### src/ssf_pkg.sv
// shared constants of the serial frame port
package ssf_pkg;
    localparam int FRAME_W        = 16;
    localparam int FRAME_LOG2     = 4;
    localparam int PAYLOAD_W      = FRAME_W - 1;
    localparam int SYNC_STAGES    = 2;
    localparam int DEB_SAMPLES    = 3;
    localparam int EDGE_CNT_W     = 8;
    localparam int RX_FIFO_DEPTH  = 8;
    localparam bit PARITY_ODD_DEF = 1'b1;
    localparam int PIN_COUNT      = 3;
    localparam int PIN_SEL        = 2;
    localparam int PIN_CLK        = 1;
    localparam int PIN_DIN        = 0;
    localparam logic [PIN_COUNT-1:0] PIN_IDLE = 3'h7;
    localparam int CLK_SYS_HZ     = 100_000_000;
    localparam int LINK_MAX_BAUD  = 2_000_000;
    localparam int LINK_MIN_HALF_CYC = CLK_SYS_HZ / LINK_MAX_BAUD / 2;
    typedef logic [FRAME_W-1:0] ssf_word_t;
endpackage

### src/ssf_fifo.sv
// buffer for received words, registered read data
`timescale 1ns/100ps
module ssf_fifo #(
    parameter int WIDTH = ssf_pkg::FRAME_W,
    parameter int DEPTH = ssf_pkg::RX_FIFO_DEPTH
) (
    input  wire logic             clk_sys,
    input  wire logic             srst,
    input  wire logic [WIDTH-1:0] in_data,
    input  wire logic             in_valid,
    output logic                  in_ready,
    output logic [WIDTH-1:0]      out_data,
    output logic                  out_valid,
    input  wire logic             out_ready
);
    localparam int AW = (DEPTH > 1) ? $clog2(DEPTH) : 1;
    localparam logic [AW:0] DEPTH_CNT = (AW+1)'(DEPTH);
    localparam logic [AW-1:0] LAST_IDX = AW'(DEPTH - 1);

    logic [WIDTH-1:0] mem [DEPTH];
    logic [AW-1:0]    wr_ptr;
    logic [AW-1:0]    rd_ptr;
    logic [AW:0]      count;

    wire push      = in_valid & in_ready;
    wire out_free  = ~out_valid | out_ready;
    wire pop       = out_free & (count != '0);

    // the output register holds one of the DEPTH words, so it counts as well
    wire [AW:0] held = count + {{AW{1'b0}}, out_valid};

    assign in_ready = (held < DEPTH_CNT);

    always_ff @(posedge clk_sys) begin
        if (push) begin
            mem[wr_ptr] <= in_data;
        end
    end

    always_ff @(posedge clk_sys) begin
        if (srst) begin
            wr_ptr    <= '0;
            rd_ptr    <= '0;
            count     <= '0;
            out_valid <= 1'b0;
            out_data  <= '0;
        end else begin
            if (push) begin
                wr_ptr <= (wr_ptr == LAST_IDX) ? '0 : wr_ptr + 1'b1;
            end
            if (pop) begin
                rd_ptr   <= (rd_ptr == LAST_IDX) ? '0 : rd_ptr + 1'b1;
                out_data <= mem[rd_ptr];
            end
            if (push & ~pop) begin
                count <= count + 1'b1;
            end else if (pop & ~push) begin
                count <= count - 1'b1;
            end
            if (out_free) begin
                out_valid <= (count != '0);
            end
        end
    end
endmodule // ssf_fifo

### src/ssf_frame_port.sv
// serial slave frame port: filtered pins, shift register, frame checks
// Contract
// - the port is a full-duplex slave only and never drives clock or select.
// - frames are 16 bits, the reply carries a parity bit in its LSB, parity check is optional.
// - bits shift straight through the register so chains of any depth work.
// - while deselected, clock and data are ignored and the output is released.
// - on select the output register is loaded with the reply to the prior access.
// - each rising clock edge while selected puts the next bit out, MSB first.
// - at deselect, rising and falling counts must match and be a multiple of 16.
// - after the count check the received word must be valid, else an error.
// - only an error-free word is handed to the internal logic.
// - data, clock and select each pass their own glitch filter.
// - a new level is accepted only after three equal samples in a row.
`timescale 1ns/100ps
module ssf_frame_port #(
    parameter int CNT_W      = ssf_pkg::EDGE_CNT_W,
    parameter int FIFO_DEPTH = ssf_pkg::RX_FIFO_DEPTH,
    parameter bit PARITY_ODD = ssf_pkg::PARITY_ODD_DEF
) (
    input  wire logic                            clk_sys,
    input  wire logic                            srst,
    input  wire logic                            select_low,
    input  wire logic                            serial_clock,
    input  wire logic                            serial_in,
    output logic                                 serial_out,
    output logic                                 serial_out_oe,
    input  wire logic                            parity_check_en,
    input  wire logic [ssf_pkg::PAYLOAD_W-1:0]   reply_data,
    output logic                                 reply_taken,
    output logic                                 spi_error,
    output logic [ssf_pkg::FRAME_W-1:0]          rx_data,
    output logic                                 rx_valid,
    input  wire logic                            rx_ready
);
    localparam int NP  = ssf_pkg::PIN_COUNT;
    localparam int DEB = ssf_pkg::DEB_SAMPLES;

    logic [NP-1:0]         raw_pins;
    logic [NP-1:0]         filt;
    logic                  sel_q;
    logic                  clk_q;
    ssf_pkg::ssf_word_t    shreg;
    logic [CNT_W-1:0]      rise_cnt;
    logic [CNT_W-1:0]      fall_cnt;
    logic                  fifo_in_ready;
    logic                  edges_seen;

    // only pins are sampled; nothing here drives clock or select
    assign raw_pins = {select_low, serial_clock, serial_in};

    // per pin: two-stage synchroniser, then three-sample debounce
    for (genvar g = 0; g < NP; g++) begin : g_deb
        logic           s1;
        logic           s2;
        logic [DEB-1:0] hist;
        logic           f;
        always_ff @(posedge clk_sys) begin
            if (srst) begin
                s1 <= ssf_pkg::PIN_IDLE[g];
                s2 <= ssf_pkg::PIN_IDLE[g];
            end else begin
                s1 <= raw_pins[g];
                s2 <= s1;
            end
        end
        // filter restarts at the pulled-up idle level of the pin
        always_ff @(posedge clk_sys) begin
            if (srst) begin
                hist <= {DEB{ssf_pkg::PIN_IDLE[g]}};
                f    <= ssf_pkg::PIN_IDLE[g];
            end else begin
                hist <= {hist[DEB-2:0], s2};
                // a change shorter than the window never reaches f
                if (hist == '0) begin
                    f <= 1'b0;
                end else if (hist == '1) begin
                    f <= 1'b1;
                end
            end
        end
        assign filt[g] = f;
    end

    wire sel_f    = filt[ssf_pkg::PIN_SEL];
    wire clk_f    = filt[ssf_pkg::PIN_CLK];
    wire din_f    = filt[ssf_pkg::PIN_DIN];

    wire frame_start = ~sel_f & sel_q;
    wire frame_stop  = sel_f & ~sel_q;
    // edges count only while already selected; select edges gate them
    wire selected    = ~sel_f & ~sel_q;
    wire clk_rise    = selected & clk_f & ~clk_q;
    wire clk_fall    = selected & ~clk_f & clk_q;

    wire reply_par   = (^reply_data) ^ PARITY_ODD;
    wire [ssf_pkg::FRAME_W-1:0] reply_word = {reply_data, reply_par};

    wire [CNT_W-1:0] next_rise = rise_cnt + 1'b1;
    wire [CNT_W-1:0] next_fall = fall_cnt + 1'b1;
    wire             out_bit   = shreg[ssf_pkg::FRAME_W-1];
    // counts wrap on long chains, so activity is remembered apart from them
    wire any_edges   = edges_seen;
    wire cnt_ok      = (rise_cnt == fall_cnt)
                     & (rise_cnt[ssf_pkg::FRAME_LOG2-1:0] == '0)
                     & edges_seen;
    wire par_ok      = ((^shreg) == PARITY_ODD);
    wire word_ok     = cnt_ok & (~parity_check_en | par_ok);
    // a full buffer also rejects the word rather than lose it silently
    wire accept      = frame_stop & word_ok & fifo_in_ready;
    wire reject      = frame_stop & any_edges & ~(word_ok & fifo_in_ready);

    // last filtered levels, for edge detection
    always_ff @(posedge clk_sys) begin
        if (srst) begin
            sel_q <= 1'b1;
        end else begin
            sel_q <= sel_f;
        end
    end

    always_ff @(posedge clk_sys) begin
        if (srst) begin
            clk_q <= 1'b1;
        end else begin
            clk_q <= clk_f;
        end
    end

    // one register shifts out and in, so received bits fall out after 16 clocks
    always_ff @(posedge clk_sys) begin
        if (srst) begin
            shreg <= '0;
        end else if (frame_start) begin
            shreg <= reply_word;
        end else if (clk_fall) begin
            shreg <= {shreg[ssf_pkg::FRAME_W-2:0], din_f};
        end
    end

    // enable follows the filtered select only
    always_ff @(posedge clk_sys) begin
        if (srst) begin
            serial_out_oe <= 1'b0;
        end else if (frame_start) begin
            serial_out_oe <= 1'b1;
        end else if (frame_stop) begin
            serial_out_oe <= 1'b0;
        end
    end

    // output starts low and moves only on a filtered rise
    always_ff @(posedge clk_sys) begin
        if (srst | frame_start) begin
            serial_out <= 1'b0;
        end else if (clk_rise) begin
            serial_out <= out_bit;
        end
    end

    always_ff @(posedge clk_sys) begin
        if (srst | frame_start) begin
            rise_cnt <= '0;
        end else if (clk_rise) begin
            rise_cnt <= next_rise;
        end
    end

    always_ff @(posedge clk_sys) begin
        if (srst | frame_start) begin
            fall_cnt <= '0;
        end else if (clk_fall) begin
            fall_cnt <= next_fall;
        end
    end

    // a chain of any depth may end with both counters back at zero
    always_ff @(posedge clk_sys) begin
        if (srst | frame_start) begin
            edges_seen <= 1'b0;
        end else if (clk_rise | clk_fall) begin
            edges_seen <= 1'b1;
        end
    end

    // one pulse per rejected frame; the reason is not kept
    always_ff @(posedge clk_sys) begin
        if (srst) begin
            spi_error <= 1'b0;
        end else begin
            spi_error <= reject;
        end
    end

    always_ff @(posedge clk_sys) begin
        if (srst) begin
            reply_taken <= 1'b0;
        end else begin
            reply_taken <= frame_start;
        end
    end

    ssf_fifo #(
        .WIDTH (ssf_pkg::FRAME_W),
        .DEPTH (FIFO_DEPTH)
    ) u_rx_fifo (
        .clk_sys   (clk_sys),
        .srst      (srst),
        .in_data   (shreg),
        .in_valid  (accept),
        .in_ready  (fifo_in_ready),
        .out_data  (rx_data),
        .out_valid (rx_valid),
        .out_ready (rx_ready)
    );
endmodule // ssf_frame_port

### config.mk
export PLATFORM = sky130hd
export DESIGN_NAME = ssf_frame_port
export DESIGN_NICKNAME = d
export VERILOG_FILES = /design/src/ssf_pkg.sv /design/src/ssf_fifo.sv /design/src/ssf_frame_port.sv
export SDC_FILE = /design/constraint.sdc
export NUM_CORES = 1
export LEC_CHECK = 0
export BUFFER_PORTS_ARGS = -buffer_cell sky130_fd_sc_hd__buf_2
export CAP_MARGIN = 20
export CORE_UTILIZATION = 45
export CTS_CLUSTER_SIZE = 8
export DETAILED_ROUTE_END_ITERATION = 8
export PLACE_DENSITY = 0.69
export SLEW_MARGIN = 20
export SYNTH_ARGS = -nofsm -noshare
export SYNTH_HDL_FRONTEND = slang
export SYNTH_SLANG_ARGS = --single-unit
### constraint.sdc
create_clock -name clk_sys -period 4.1 [get_ports clk_sys]
set_input_delay 0 -clock clk_sys [delete_from_list [all_inputs] [get_ports clk_sys]]
set_output_delay 0 -clock clk_sys [all_outputs]
set_load 0.02 [all_outputs]
# Yosys cells after proc, flatten, opt, wreduce, memory -nomap -nowiden
# Memory sizes are Yosys's and may differ from the RTL's. A register that Yosys moved wholly into a read port is not among the register bits.
# Cells that the tools add are included.
# Widths: inputs -> output; s select.
[op_classes]
add_sub_neg = 7
n_lt_le_gt_ge = 1
n_eq_ne = 6
n_mux = 16
n_bitwise = 33
reduce_logical = 13
[ops]
columns = ["cell", "n"]
rows = [
  ["$mux 16", 2],
  ["$and 1x1->1", 19],
  ["$add 8x1->8 const B", 2],
  ["$reduce_xor 16->1", 1],
  ["$eq 3x3->1 const B", 5],
  ["$reduce_xor 15->1", 1],
  ["$reduce_bool 2->1", 6],
  ["$mux 1", 10],
  ["$not 1->1", 10],
  ["$logic_not 3->1", 3],
  ["$eq 8x8->1", 1],
  ["$mux 4", 2],
  ["$add 3x1->3 const B", 2],
  ["$mux 3", 2],
  ["$add 4x1->4", 1],
  ["$add 4x1->4 const B", 1],
  ["$logic_not 4->1", 1],
  ["$lt 4x4->1 const B", 1],
  ["$or 1x1->1", 4],
  ["$reduce_bool 4->1", 1],
  ["$sub 4x1->4 const B", 1],
]
[totals]
regBits = 68
mem_bits_rw = 128
output_inout_bits = 21
memories = 1
[memory_table]
columns = ["name", "depth", "width", "rd", "rd_clocked_by_memory_dff", "wr", "line", "rtl"]
rows = [
  ["u_rx_fifo.mem", 8, 16, 1, 1, 1, "ssf_fifo.sv:20", "logic [WIDTH-1:0] mem [DEPTH];"],
]

# Depth between registers and ports, before layout
# Gate-level depths: netlist of the first run.
[depth]
word_depth = 11
mapped_depth = 14
ltp_nobuf = 14

# By module
# From an unflattened synthesis of the first run, not the netlist that was laid out.
[unflattened]
cells_unflattened = 605
area_unflattened_um2 = 8592.0
[by_module_without_submodules]
columns = ["mod", "instances", "cells_each", "area_per_inst_um2", "seq_area_each_um2"]
rows = [
  ["ssf_fifo", 1, 320, 6008.3, 4384.2],
  ["ssf_frame_port", 1, 285, 2583.7, 1141.1],
]

# Least setup slack after synthesis of the first run
# No wires, ideal clock.
[synth_path]
path_type = "flip-flop to flip-flop"
startpoint = "reg rise_cnt[2]"
endpoint = "mem u_rx_fifo.mem[4][0] (netlist bit) (enable)"
arrival_time_ps = 3116
t_required_ps = 3670
slack_ps = 554
stages_incl_launch_ff = 7
cell_sequence = "dfxtp_1 nor4_1 nand3_1 or3_1 nor3_1 o211ai_1 nor4_1"
[synth_via]
elab_chain_cells = 9
word_cells_on_any_way = 10
[synth_rtl]
columns = ["item", "line", "rtl"]
rows = [
  ["from (decl)", "ssf_frame_port.sv:43", "logic [CNT_W-1:0] rise_cnt;"],
  ["from (signal assigned)", "ssf_frame_port.sv:164", "rise_cnt <= next_rise;"],
  ["$eq 8x8->1 or $logic_not 4->1 (tied branches)", "ssf_frame_port.sv:103, ssf_frame_port.sv:104", ""],
  ["$and 1x1->1 *", "ssf_frame_port.sv:104", "& (rise_cnt[ssf_pkg::FRAME_LOG2-1:0] == '0)"],
  ["$and 1x1->1 *", "ssf_frame_port.sv:105", "& edges_seen;"],
  ["$and 1x1->1 *", "ssf_frame_port.sv:107", "wire word_ok = cnt_ok & (~parity_check_en | par_ok);"],
  ["$and 1x1->1 * (2 in a row)", "ssf_frame_port.sv:109", "wire accept = frame_stop & word_ok & fifo_in_ready;"],
  ["$and 1x1->1 *", "ssf_fifo.sv:25", "wire push = in_valid & in_ready;"],
  ["$mux 1 *", "ssf_fifo.sv:35", "if (push) begin"],
  ["$mux 1 (not written as such) *", "ssf_fifo.sv:36", "mem[wr_ptr] <= in_data;"],
  ["to (decl)", "ssf_fifo.sv:20", ""],
]
# Every way passes the cells marked *; elsewhere a longest branch is shown, timed or not.

# Worst setup path after layout of the first run
[layout_path]
startpoint = "reg rise_cnt[2]"
endpoint = "reg u_rx_fifo.count[3]"
[layout_via]
elab_chain_cells = 10
word_cells_on_any_way = 13
[layout_rtl]
columns = ["item", "line", "rtl"]
rows = [
  ["$eq 8x8->1 or $logic_not 4->1 (tied branches)", "ssf_frame_port.sv:103, ssf_frame_port.sv:104", ""],
  ["$and 1x1->1 *", "ssf_frame_port.sv:104", ""],
  ["$and 1x1->1 *", "ssf_frame_port.sv:105", ""],
  ["$and 1x1->1 *", "ssf_frame_port.sv:107", ""],
  ["$and 1x1->1 * (2 in a row)", "ssf_frame_port.sv:109", ""],
  ["$and 1x1->1 *", "ssf_fifo.sv:25", ""],
  ["named net u_rx_fifo.push", "ssf_fifo.sv:25", ""],
  ["$not 1->1", "ssf_fifo.sv:57", "end else if (pop & ~push) begin"],
  ["$and 1x1->1", "ssf_fifo.sv:57", ""],
  ["$reduce_bool 2->1 (no line)", "--", ""],
  ["to (signal assigned)", "ssf_fifo.sv:56", "count <= count + 1'b1;"],
  ["to (signal assigned)", "ssf_fifo.sv:58", "count <= count - 1'b1;"],
  ["to (decl)", "ssf_fifo.sv:23", "logic [AW:0] count;"],
]
# The timed path passes the listed nets; every way through them passes the cells marked *.
# A chain may end at the register's enable or synchronous reset.

==> results.md, run 1 <==
Synth:
- Counting flops with a built-in enable in the synthesized netlist gives 128.
- The share of synthesized area in the top cell type comes to 0.451.
- Of all cell types, the one taking the most synthesized area is sky130_fd_sc_hd__edfxtp_1.
- The per-instance average area after synthesis is ~14 um2.
- The fraction of registers with async set/reset is 0.
- The number of unique standard cell types used by synthesis is 37.
- Counting every net in the synthesized netlist gives 656.
- The warning count from the yosys run is 0.
- After synthesis, the cell types taking the most area are sky130_fd_sc_hd__edfxtp_1 (45%), sky130_fd_sc_hd__dfxtp_1 (20%), sky130_fd_sc_hd__mux4_2 (8.4%).
- The primary flip-flop cell chosen by synthesis mapping is sky130_fd_sc_hd__edfxtp_1.
- For this run, the register share of the synthesized area comes to 0.648.
- The synthesized design contains 212 register bits.
- The cell count after synthesis is between 600 and 700.
- The netlist area before placement is about 0.0085 mm2.

Placement:
- The detailed-placement wirelength estimate is approximately 10 mm.
- The count of buffers added on input and output ports is 42.
- The post-placement cell count is 871.
- The final weighted congestion of routability-driven global placement is 0.795.

Setup path:
- The slowest stage cell on the critical path is sky130_fd_sc_hd__or4_1.
- The maximum fanout along the worst path is 5.
- By instance count, the cell type seen most on the critical path is sky130_fd_sc_hd__a21oi_1.
- The setup path with the least slack is of type reg2reg.
- For flop-to-flop paths, the worst setup slack is about 0.66 ns.
- In this design, the stage delay of the slowest critical-path cell is 0.50 ns.
- STA classifies the critical path startpoint as a register.
- STA classifies the critical path endpoint as a register.
- Data on the critical path is required at its endpoint by 4.55 ns.
- The reg-to-reg startpoint is rise_cnt[2]$_SDFFE_PP0P_.
- In this run the worst setup path begins at rise_cnt[2]$_SDFFE_PP0P_.
- The last element of the critical path is u_rx_fifo.count[3]$_SDFFE_PP0P_.
- The worst register-to-register path ends at u_rx_fifo.count[3]$_SDFFE_PP0P_.
- The critical path goes through nor4_1 > nand3_1 > or3_1 > or4_1 > a21oi_1 > ha_1 > inv_1 > ha_1 > a21o_1 > a21oi_1 > xnor2_1 > or3_1 > a21oi_1.
- The depth of the most critical reg-to-reg path is 13.
- The arrival time at the worst endpoint is between 3 and 4 ns.

Power:
- The design draws 0.00569 W.
- The leakage power total is 3.65 nW.
- For this design the ratio of total power to cell area is 561 mW/mm2.
- IR analysis of the VDD net gives a maximum drop of between 0.3 and 0.4 mV.

Floorplanning:
- 43 I/O pins were placed.
- The total core area is 0.0183 mm2.
- In this run the core area contains between 40 and 50 standard-cell rows.
- The die area is 0.0195 mm2.
- The width of the die is 140 um.
- The die is 140 um tall.
- For this configuration, the core starts out at a cell density of 0.467.

Detailed routing:
- Dividing the detail-routed wire length by the instance count gives 17.4 um.
- The routed via count is between 5000 and 6000.
- The final wirelength is around 16 mm.
- For this block, wires on met1 add up to 7.12 mm.
- Using the TritonRoute via totals, the vias-per-cell ratio works out to 5.36.
- Once detail routing completed, the nets flagged for antenna violations numbered 0.
- The length of the first detailed-routing pass in iterations is 5.
- The initial DRC count is 311.
- In the detailed route, the total length drawn on met2 is slightly above 8 mm.
- In this run the top signal layer used is met4.
- The number of remaining DRC errors is 0.
- The routed design uses 700 um of met3 wire.

Global route:
- The initial antenna violation count came to 0.
- The overall global routing resource usage is 0.175.
- The global-route wire length before repair is 26.6 mm.
- The via count of the first global-routing pass is 5221.
- The pin count of the biggest net entering global routing is 71.
- For this run the aggregate overflow at the end of global routing stands at 0.

Layout:
- The layout-stage area growth over the synthesis result is 18.9%.
- Once layout is complete, the utilization of the core stands at 0.555.
- The total area of sequential cells is between 0.005 and 0.006 mm2.
- In the layout the commonest cells are sky130_fd_sc_hd__edfxtp_1 (128), sky130_fd_sc_hd__dfxtp_1 (82), sky130_fd_sc_hd__nor2_1 (65).
- The fraction of layout instances using a drive strength above 1 is 0.209.
- Once layout is complete, the cells apart from fillers number ~940.
- 0 antenna diodes ended up in the layout.
- Fill cells in the final layout number 1451.
- The most common cell after layout, fill and taps aside is sky130_fd_sc_hd__edfxtp_1.
- Summing all multi-input logic gate instances after layout gives 0.00290 mm2.
- The total number of nets in the final design is 730.

Timing:
- The largest clock skew in the final design is between 0.01 and 0.015 ns.
- The hold violation count in the final report is 7.
- Setup violations remaining at the end of the flow were counted as 0.
- The count of final max-slew check failures is 0.
- The worst slew margin relative to its limit is 0.412.
- The worst hold slack is -0.0157 ns.
- Static timing analysis puts the maximum clock frequency at 291 MHz.
- Setup repair after global routing left no endpoint under its margin.
- The total negative slack for setup checks is 0 ns.
- The fraction of the cycle the final worst path needs is 0.839.
- The slew at the pin closest to its max-slew limit is just under 0.9 ns.
- The minimum clock period is 3.44 ns.

Clock network:
- Clock-pin slew was measured on the worst setup and hold paths at 0.05 ns.
- In this run the deepest clock path goes through 3 buffers.
- The clock root buffer master is sky130_fd_sc_hd__clkbuf_16.
- In this run, post-CTS repair resized a total of 0 instances.
- The number of buffers inserted for hold repair after clock tree synthesis is 20.
- The later pin in the worst-skew pair is clocked with a latency of 0.52 ns.
- The number of H-tree branching levels is 1.
- Buffers added to address setup during post-CTS repair amount to 0.
- TritonCTS built the clock tree.
- The clock net in this run drives a total of 212 sinks.
- The clock buffer count from CTS is 30.

Flow run:
- Max-cap violations in this run came to 0.

Run status:
- The checks that failed: negative hold slack.
- The flow ran to the end, but the final reports show violations.

Min path:
- The path class of the tightest hold or removal check is in2reg.
worst min-delay path by stage:
stage                             from  cells after the start  slack [ns]                     end
after floorplan              serial_in                      1        0.10  g_deb[0].s1$_SDFF_PP1_
after global placement      select_low                      2        0.19  g_deb[2].s1$_SDFF_PP1_
after detailed placement     serial_in                      2        0.19  g_deb[0].s1$_SDFF_PP1_
after CTS                 serial_clock                      3        0.19  g_deb[1].s1$_SDFF_PP1_
after global routing              srst                      2        0.02   shreg[4]$_SDFFE_PP0P_
final                             srst                      2       -0.02  shreg[12]$_SDFFE_PP0P_
per-layer routing:
metal  global-route usage  up-vias
li1                     -     2407
met2                0.311      118
met4               0.0555        0
met5                    0        -
met3               0.0303       35
met1                0.215     2493
Yosys cell counts (all sizes together) (4+ instances only):
cell      n
dfxtp    84
clkbuf   27
nor4      4
a211oi   18
xor2     16
xnor2    38
nand2    45
nand3     8
ha       13
buf       6
nor2     65
mux4     32
or2      19
nand2b    4
mux2i    22
inv       9
nor3      8
a21oi    42
nand4     6
edfxtp  128
logic make-up after synthesis:
group           count (synthesis)  share of synthesized area
xor+xnor                       54                     0.0554
simple gates                  172                     0.0925
fa+ha+maj                      14                     0.0214
flops                         212                      0.648
buf+inv                        42                     0.0189
mux                            55                      0.112
compound gates                 71                     0.0519
power breakdown:
part           total (W)  switching [W]  leakage [nW]  internal, W
clock network    0.00228       0.000834         0.420      0.00145
logic           0.000895       0.000459          1.23     0.000436
registers        0.00251       0.000166          2.00      0.00235
state kept, by name, indices dropped and copies added (netlist names), 4 cells and up:
signal,cells
fall_cnt,8
g_deb.hist,9
rise_cnt,8
shreg,16
u_rx_fifo.count,4
u_rx_fifo.mem,128
u_rx_fifo.out_data,16
worst max-delay path, delay by kind of cell, from the launching register on:
kind / cells / cell delay, ns
AOI/OAI and AO/OA: 4 / 0.66
and+or+nand+nor: 5 / 1.66
DFF: 1 / 0.35
xor gates and xnor gates: 1 / 0.10
buffers and inverters: 1 / 0.10
adders and majority gates: 2 / 0.49
layout make-up:
class	instances	area share
Clock buffer	51	0.0839
Clock inverter	1	0.00296
Inverter	9	0.00333
Multi-Input combinational cell	366	0.286
Sequential cell	212	0.545
Tap cell	229	0.0282
Timing Repair Buffer	75	0.0503
stage by stage:
step | area [um2] | worst slack (ns)
2_1_floorplan | 8530 | 0.554
3_3_place_gp | 9060 | 0.809
3_5_place_dp | 9060 | 0.687
4_1_cts | 10100 | 0.679
5_1_grt | 10100 | 0.364
6_report | 10100 | 0.661
No activity file was read; power rests on OpenSTA's default activity.
==> run 2, diff against run 1 <==
--- a/config.mk
+++ b/config.mk
@@ -10,7 +10,7 @@
 export CORE_UTILIZATION = 45
 export CTS_CLUSTER_SIZE = 8
 export DETAILED_ROUTE_END_ITERATION = 8
-export PLACE_DENSITY = 0.69
+export PLACE_DENSITY = 0.71
 export SLEW_MARGIN = 20
 export SYNTH_ARGS = -nofsm -noshare
 export SYNTH_HDL_FRONTEND = slang
==> constraint.sdc (replaced) <==
create_clock -name clk_sys -period 3.1 [get_ports clk_sys]
set_input_delay 0 -clock clk_sys [delete_from_list [all_inputs] [get_ports clk_sys]]
set_output_delay 0 -clock clk_sys [all_outputs]
set_load 0.02 [all_outputs]
==> run 2 against run 1 <==
Compared with the run above: the run still ends with negative hold slack left; worst hold slack improved by 0.012 ns; clock power up 28%; register-to-register slack lost 0.53 ns; global-route usage increased by 0.32 points; first-iteration DRC count down 4.5%; design area rose by 2.3%; largest cell class unchanged.
==> results.md, run 2 (synthesis gave the netlist of run 1 again) <==
Run status:
- The run finished, with violations left.
- The final reports fail on negative hold slack.

Clock network:
- The clock root buffer master is sky130_fd_sc_hd__clkbuf_16.
- The number of H-tree branching levels is 1 (unchanged).
- The CTS clock-pin slew for the worst setup and hold paths is 0.05 ns (about the same).
- TritonCTS built the clock tree.
- The number of clock sinks came to 212 (unchanged).
- The buffer depth of the longest clock path came to 3 (unchanged).
- The clock latency on the worst-skew pair came to 0.53 ns (about the same).
- The clock buffer count from CTS is 30 (unchanged).

Global route:
- The overall global routing resource usage is 0.178 (+0.00322).
- The global-route wire length before repair is 27.3 mm (+2.6%).
- The aggregate global routing overflow was 0 (unchanged).
- The pin count of the biggest net entering global routing is 71 (unchanged).
- The via count of the first global-routing pass is 5344 (+2.4%).
- The initial antenna violation count is 0 (unchanged).

Setup path:
- The kind of critical path is reg2reg.
- The maximum fanout along the worst path is 2 (-3).
- The kind of cell with the highest combined delay along the critical path is simple AND/OR/NAND/NOR gates.
- The endpoint kind of the worst setup timing path is a register.
- The delay of the slowest critical-path stage is 0.42 ns (-0.08 ns).
- The required time of the worst setup path was 3.56 ns (-0.99 ns).
- The number of buffer and inverter instances along the worst setup path is 1 (unchanged).
- The internal reg-to-reg setup slack was 0.13 ns (-0.53 ns).
- Traced cell by cell, the critical path runs through nor4_4 > nand3_1 > or3_4 > or4_4 > a21oi_2 > ha_2 > inv_2 > ha_4 > a21o_1 > a21oi_2 > xnor2_1 > or3_1 > a21oi_2.
- The most numerous cell type found on the critical path is sky130_fd_sc_hd__a21oi_2.
- The worst setup path is launched from a register.
- The arrival time at the worst endpoint is 3.43 ns (-0.46 ns).
- The slowest stage cell on the critical path is sky130_fd_sc_hd__or4_4.

Flow run:
- The count of max-cap constraint violations was 0 (unchanged).

Layout:
- The final antenna diode count is 0 (unchanged).
- The flip-flop count of the largest register, all copies and words added was 128 (unchanged).
- The top cell types in the final layout, fill and taps aside, are sky130_fd_sc_hd__edfxtp_1 (128), sky130_fd_sc_hd__dfxtp_1 (82), sky130_fd_sc_hd__nor2_1 (65).
- The total number of nets in the final design came to 758 (+3.8%).
- The filler cell count is 1439 (-0.83%).
- The largest registers in the layout are u_rx_fifo.mem: 128 flops, shreg: 16 flops, u_rx_fifo.out_data: 16 flops.
- The most common cell after layout, fill and taps aside is sky130_fd_sc_hd__edfxtp_1.
- The layout-stage area growth over the synthesis result is 21.7%.
- The final design utilization is 0.568 (+0.0130).
- u_rx_fifo.mem holds more flip-flops than any other register.
- The post-route cell area is 0.0104 mm2 (+2.3%).
- The fraction of layout instances using a drive strength above 1 is 0.255 (+0.0460).

Power:
- The combinational power share was 0.173 (+0.016).
- The internal power contribution was 0.00551 W (+30%).
- The switching portion of total power was 0.261 (+0.00473).
- The register share of total power is 0.436 (-0.006).
- The net switching power is 0.00195 W (+34%).
- The worst vdd rail ir drop is 0.457 mV (+27%).
- The share of total power in the clock network was 0.391 (-0.010).
- The leakage power total is 3.81 nW (+4.4%).
- The power per unit of standard cell area was 719 mW/mm2 (+28%).

Timing:
- The count of final max-slew check failures is 0 (unchanged).
- Setup repair after global routing left no endpoint under its margin.
- The fraction of the cycle the final worst path needs is 0.957 (+0.119).
- The worst hold slack came to -0.00399 ns (+0.0117 ns).
- The number of setup violations in the final report is 0 (unchanged).
- The largest clock skew in the final design is 0.0120 ns (+0.000952 ns).
- The hold violation count in the final report was 4 (-3).
- The maximum clock frequency was 337 MHz (+16%).
- The slew at the pin closest to its max-slew limit was 0.706 ns (-0.176 ns).
- The worst slew margin relative to its limit is 0.529 (+0.117).
- The minimum clock period is 2.97 ns (-0.471 ns).

Floorplanning:
- The width of the die is 140 um (unchanged).
- The total core area is 0.0183 mm2 (unchanged).
- The die boundary height is 140 um (unchanged).
- The number of placement rows is 49 (unchanged).
- The number of I/O pins was 43 (unchanged).
- The starting density of the core is 0.467 (unchanged).
- The die area is 0.0195 mm2 (unchanged).

Detailed routing:
- The routed via count is 5118 (+1.3%).
- The post-route antenna net violation count is 0 (unchanged).
- The final wirelength is 16.8 mm (+2.5%).
- The initial DRC count is 297 (-4.5%).
- The average wire length per cell after detail routing came to 17.3 um (-0.42%).
- The length of the first detailed-routing pass in iterations is 4 (-1).
- The detailed-route vias per instance was 5.27 (-1.6%).
- The number of remaining DRC errors is 0 (unchanged).

Min path:
- The class of the most critical hold timing path is in2reg.

Placement:
- The detailed-placement wirelength estimate is 10.3 mm (+0.74%).
- The number of port buffers is 42 (unchanged).
- The final weighted congestion of routability-driven global placement is 0.777 (-2.3%).
- The post-place instance area is 0.00924 mm2 (+2.0%).
run 2: power groups by stage:
stage / Sequential, W / Clock (W) / Combinational [W]
5_1_grt: 0.00328 / 0.00310 / 0.00143
3_3_place_gp: 0.00330 / 0 / 0.00124
4_1_cts: 0.00326 / 0.00297 / 0.00130
3_5_place_dp: 0.00331 / 0 / 0.00127
6_report: 0.00325 / 0.00292 / 0.00129
2_1_floorplan: 0.00335 / 0 / 0.000880
run 2: layout make-up:
class | instances | area (um2) | share of cell area
inverters | 9 | 33.8 | 0.00325
well taps | 229 | 287 | 0.0276
clock buffers | 50 | 836 | 0.0805
multi-input cells | 366 | 2960 | 0.285
flip-flops and latches | 212 | 5530 | 0.532
clock inverters | 2 | 20.0 | 0.00193
repair buffers | 103 | 721 | 0.0694
run 2: metal layers:
metal / vias to the layer above / GRT usage / share of wire
met5: - / 0 / 0
met4: 0 / 0.0515 / 0.023
met3: 33 / 0.0279 / 0.048
met2: 116 / 0.312 / 0.50
met1: 2518 / 0.227 / 0.43
li1: 2451 / - / -
run 2: path summary, 6_finish.rpt:
check | start | to | cells after the start
hold / removal | srst | serial_out_oe$_SDFFE_PP0P_ | 2
hold reg to reg | g_deb[0].s2$_SDFF_PP1_ | g_deb[0].hist[0]$_SDFF_PP1_ | 1
setup reg to reg | rise_cnt[2]$_SDFFE_PP0P_ | u_rx_fifo.count[3]$_SDFFE_PP0P_ | 13
setup / recovery | rise_cnt[2]$_SDFFE_PP0P_ | u_rx_fifo.count[3]$_SDFFE_PP0P_ | 13
run 2: metrics by stage:
step	TNS, ns	setup WS (ns)	total power [W]	cells
finish	0	0.132	0.00746	971
CTS	0	0.0295	0.00753	971
floorplan	-1.91	-0.0532	0.00423	620
global route	0	0.00152	0.00780	971
global placement	-0.0712	-0.0712	0.00454	899
detailed placement	-0.110	-0.110	0.00457	899
run 2: repair_timing:
| action | 4_1_cts | 5_1_grt |
|---|---|---|
| resized for setup | 4 | 10 |
| buffers inserted | 0 | 0 |
| setup endpoints to repair | 2 | 1 |
| hold buffers | 20 | 0 |
| hold endpoints to repair | 22 | 0 |
| pin swaps | 4 | 6 |
run 2: worst register-to-register path, stage by stage (launching register included):
cell                      delay, ns
sky130_fd_sc_hd__dfxtp_2       0.33
sky130_fd_sc_hd__nor4_4        0.25
sky130_fd_sc_hd__nand3_1       0.13
sky130_fd_sc_hd__or3_4         0.34
sky130_fd_sc_hd__or4_4         0.42
sky130_fd_sc_hd__a21oi_2       0.13
sky130_fd_sc_hd__ha_2          0.19
sky130_fd_sc_hd__inv_2         0.05
sky130_fd_sc_hd__ha_4          0.21
sky130_fd_sc_hd__a21o_1        0.18
sky130_fd_sc_hd__a21oi_2       0.14
sky130_fd_sc_hd__xnor2_1       0.09
sky130_fd_sc_hd__or3_1         0.32
sky130_fd_sc_hd__a21oi_2       0.11
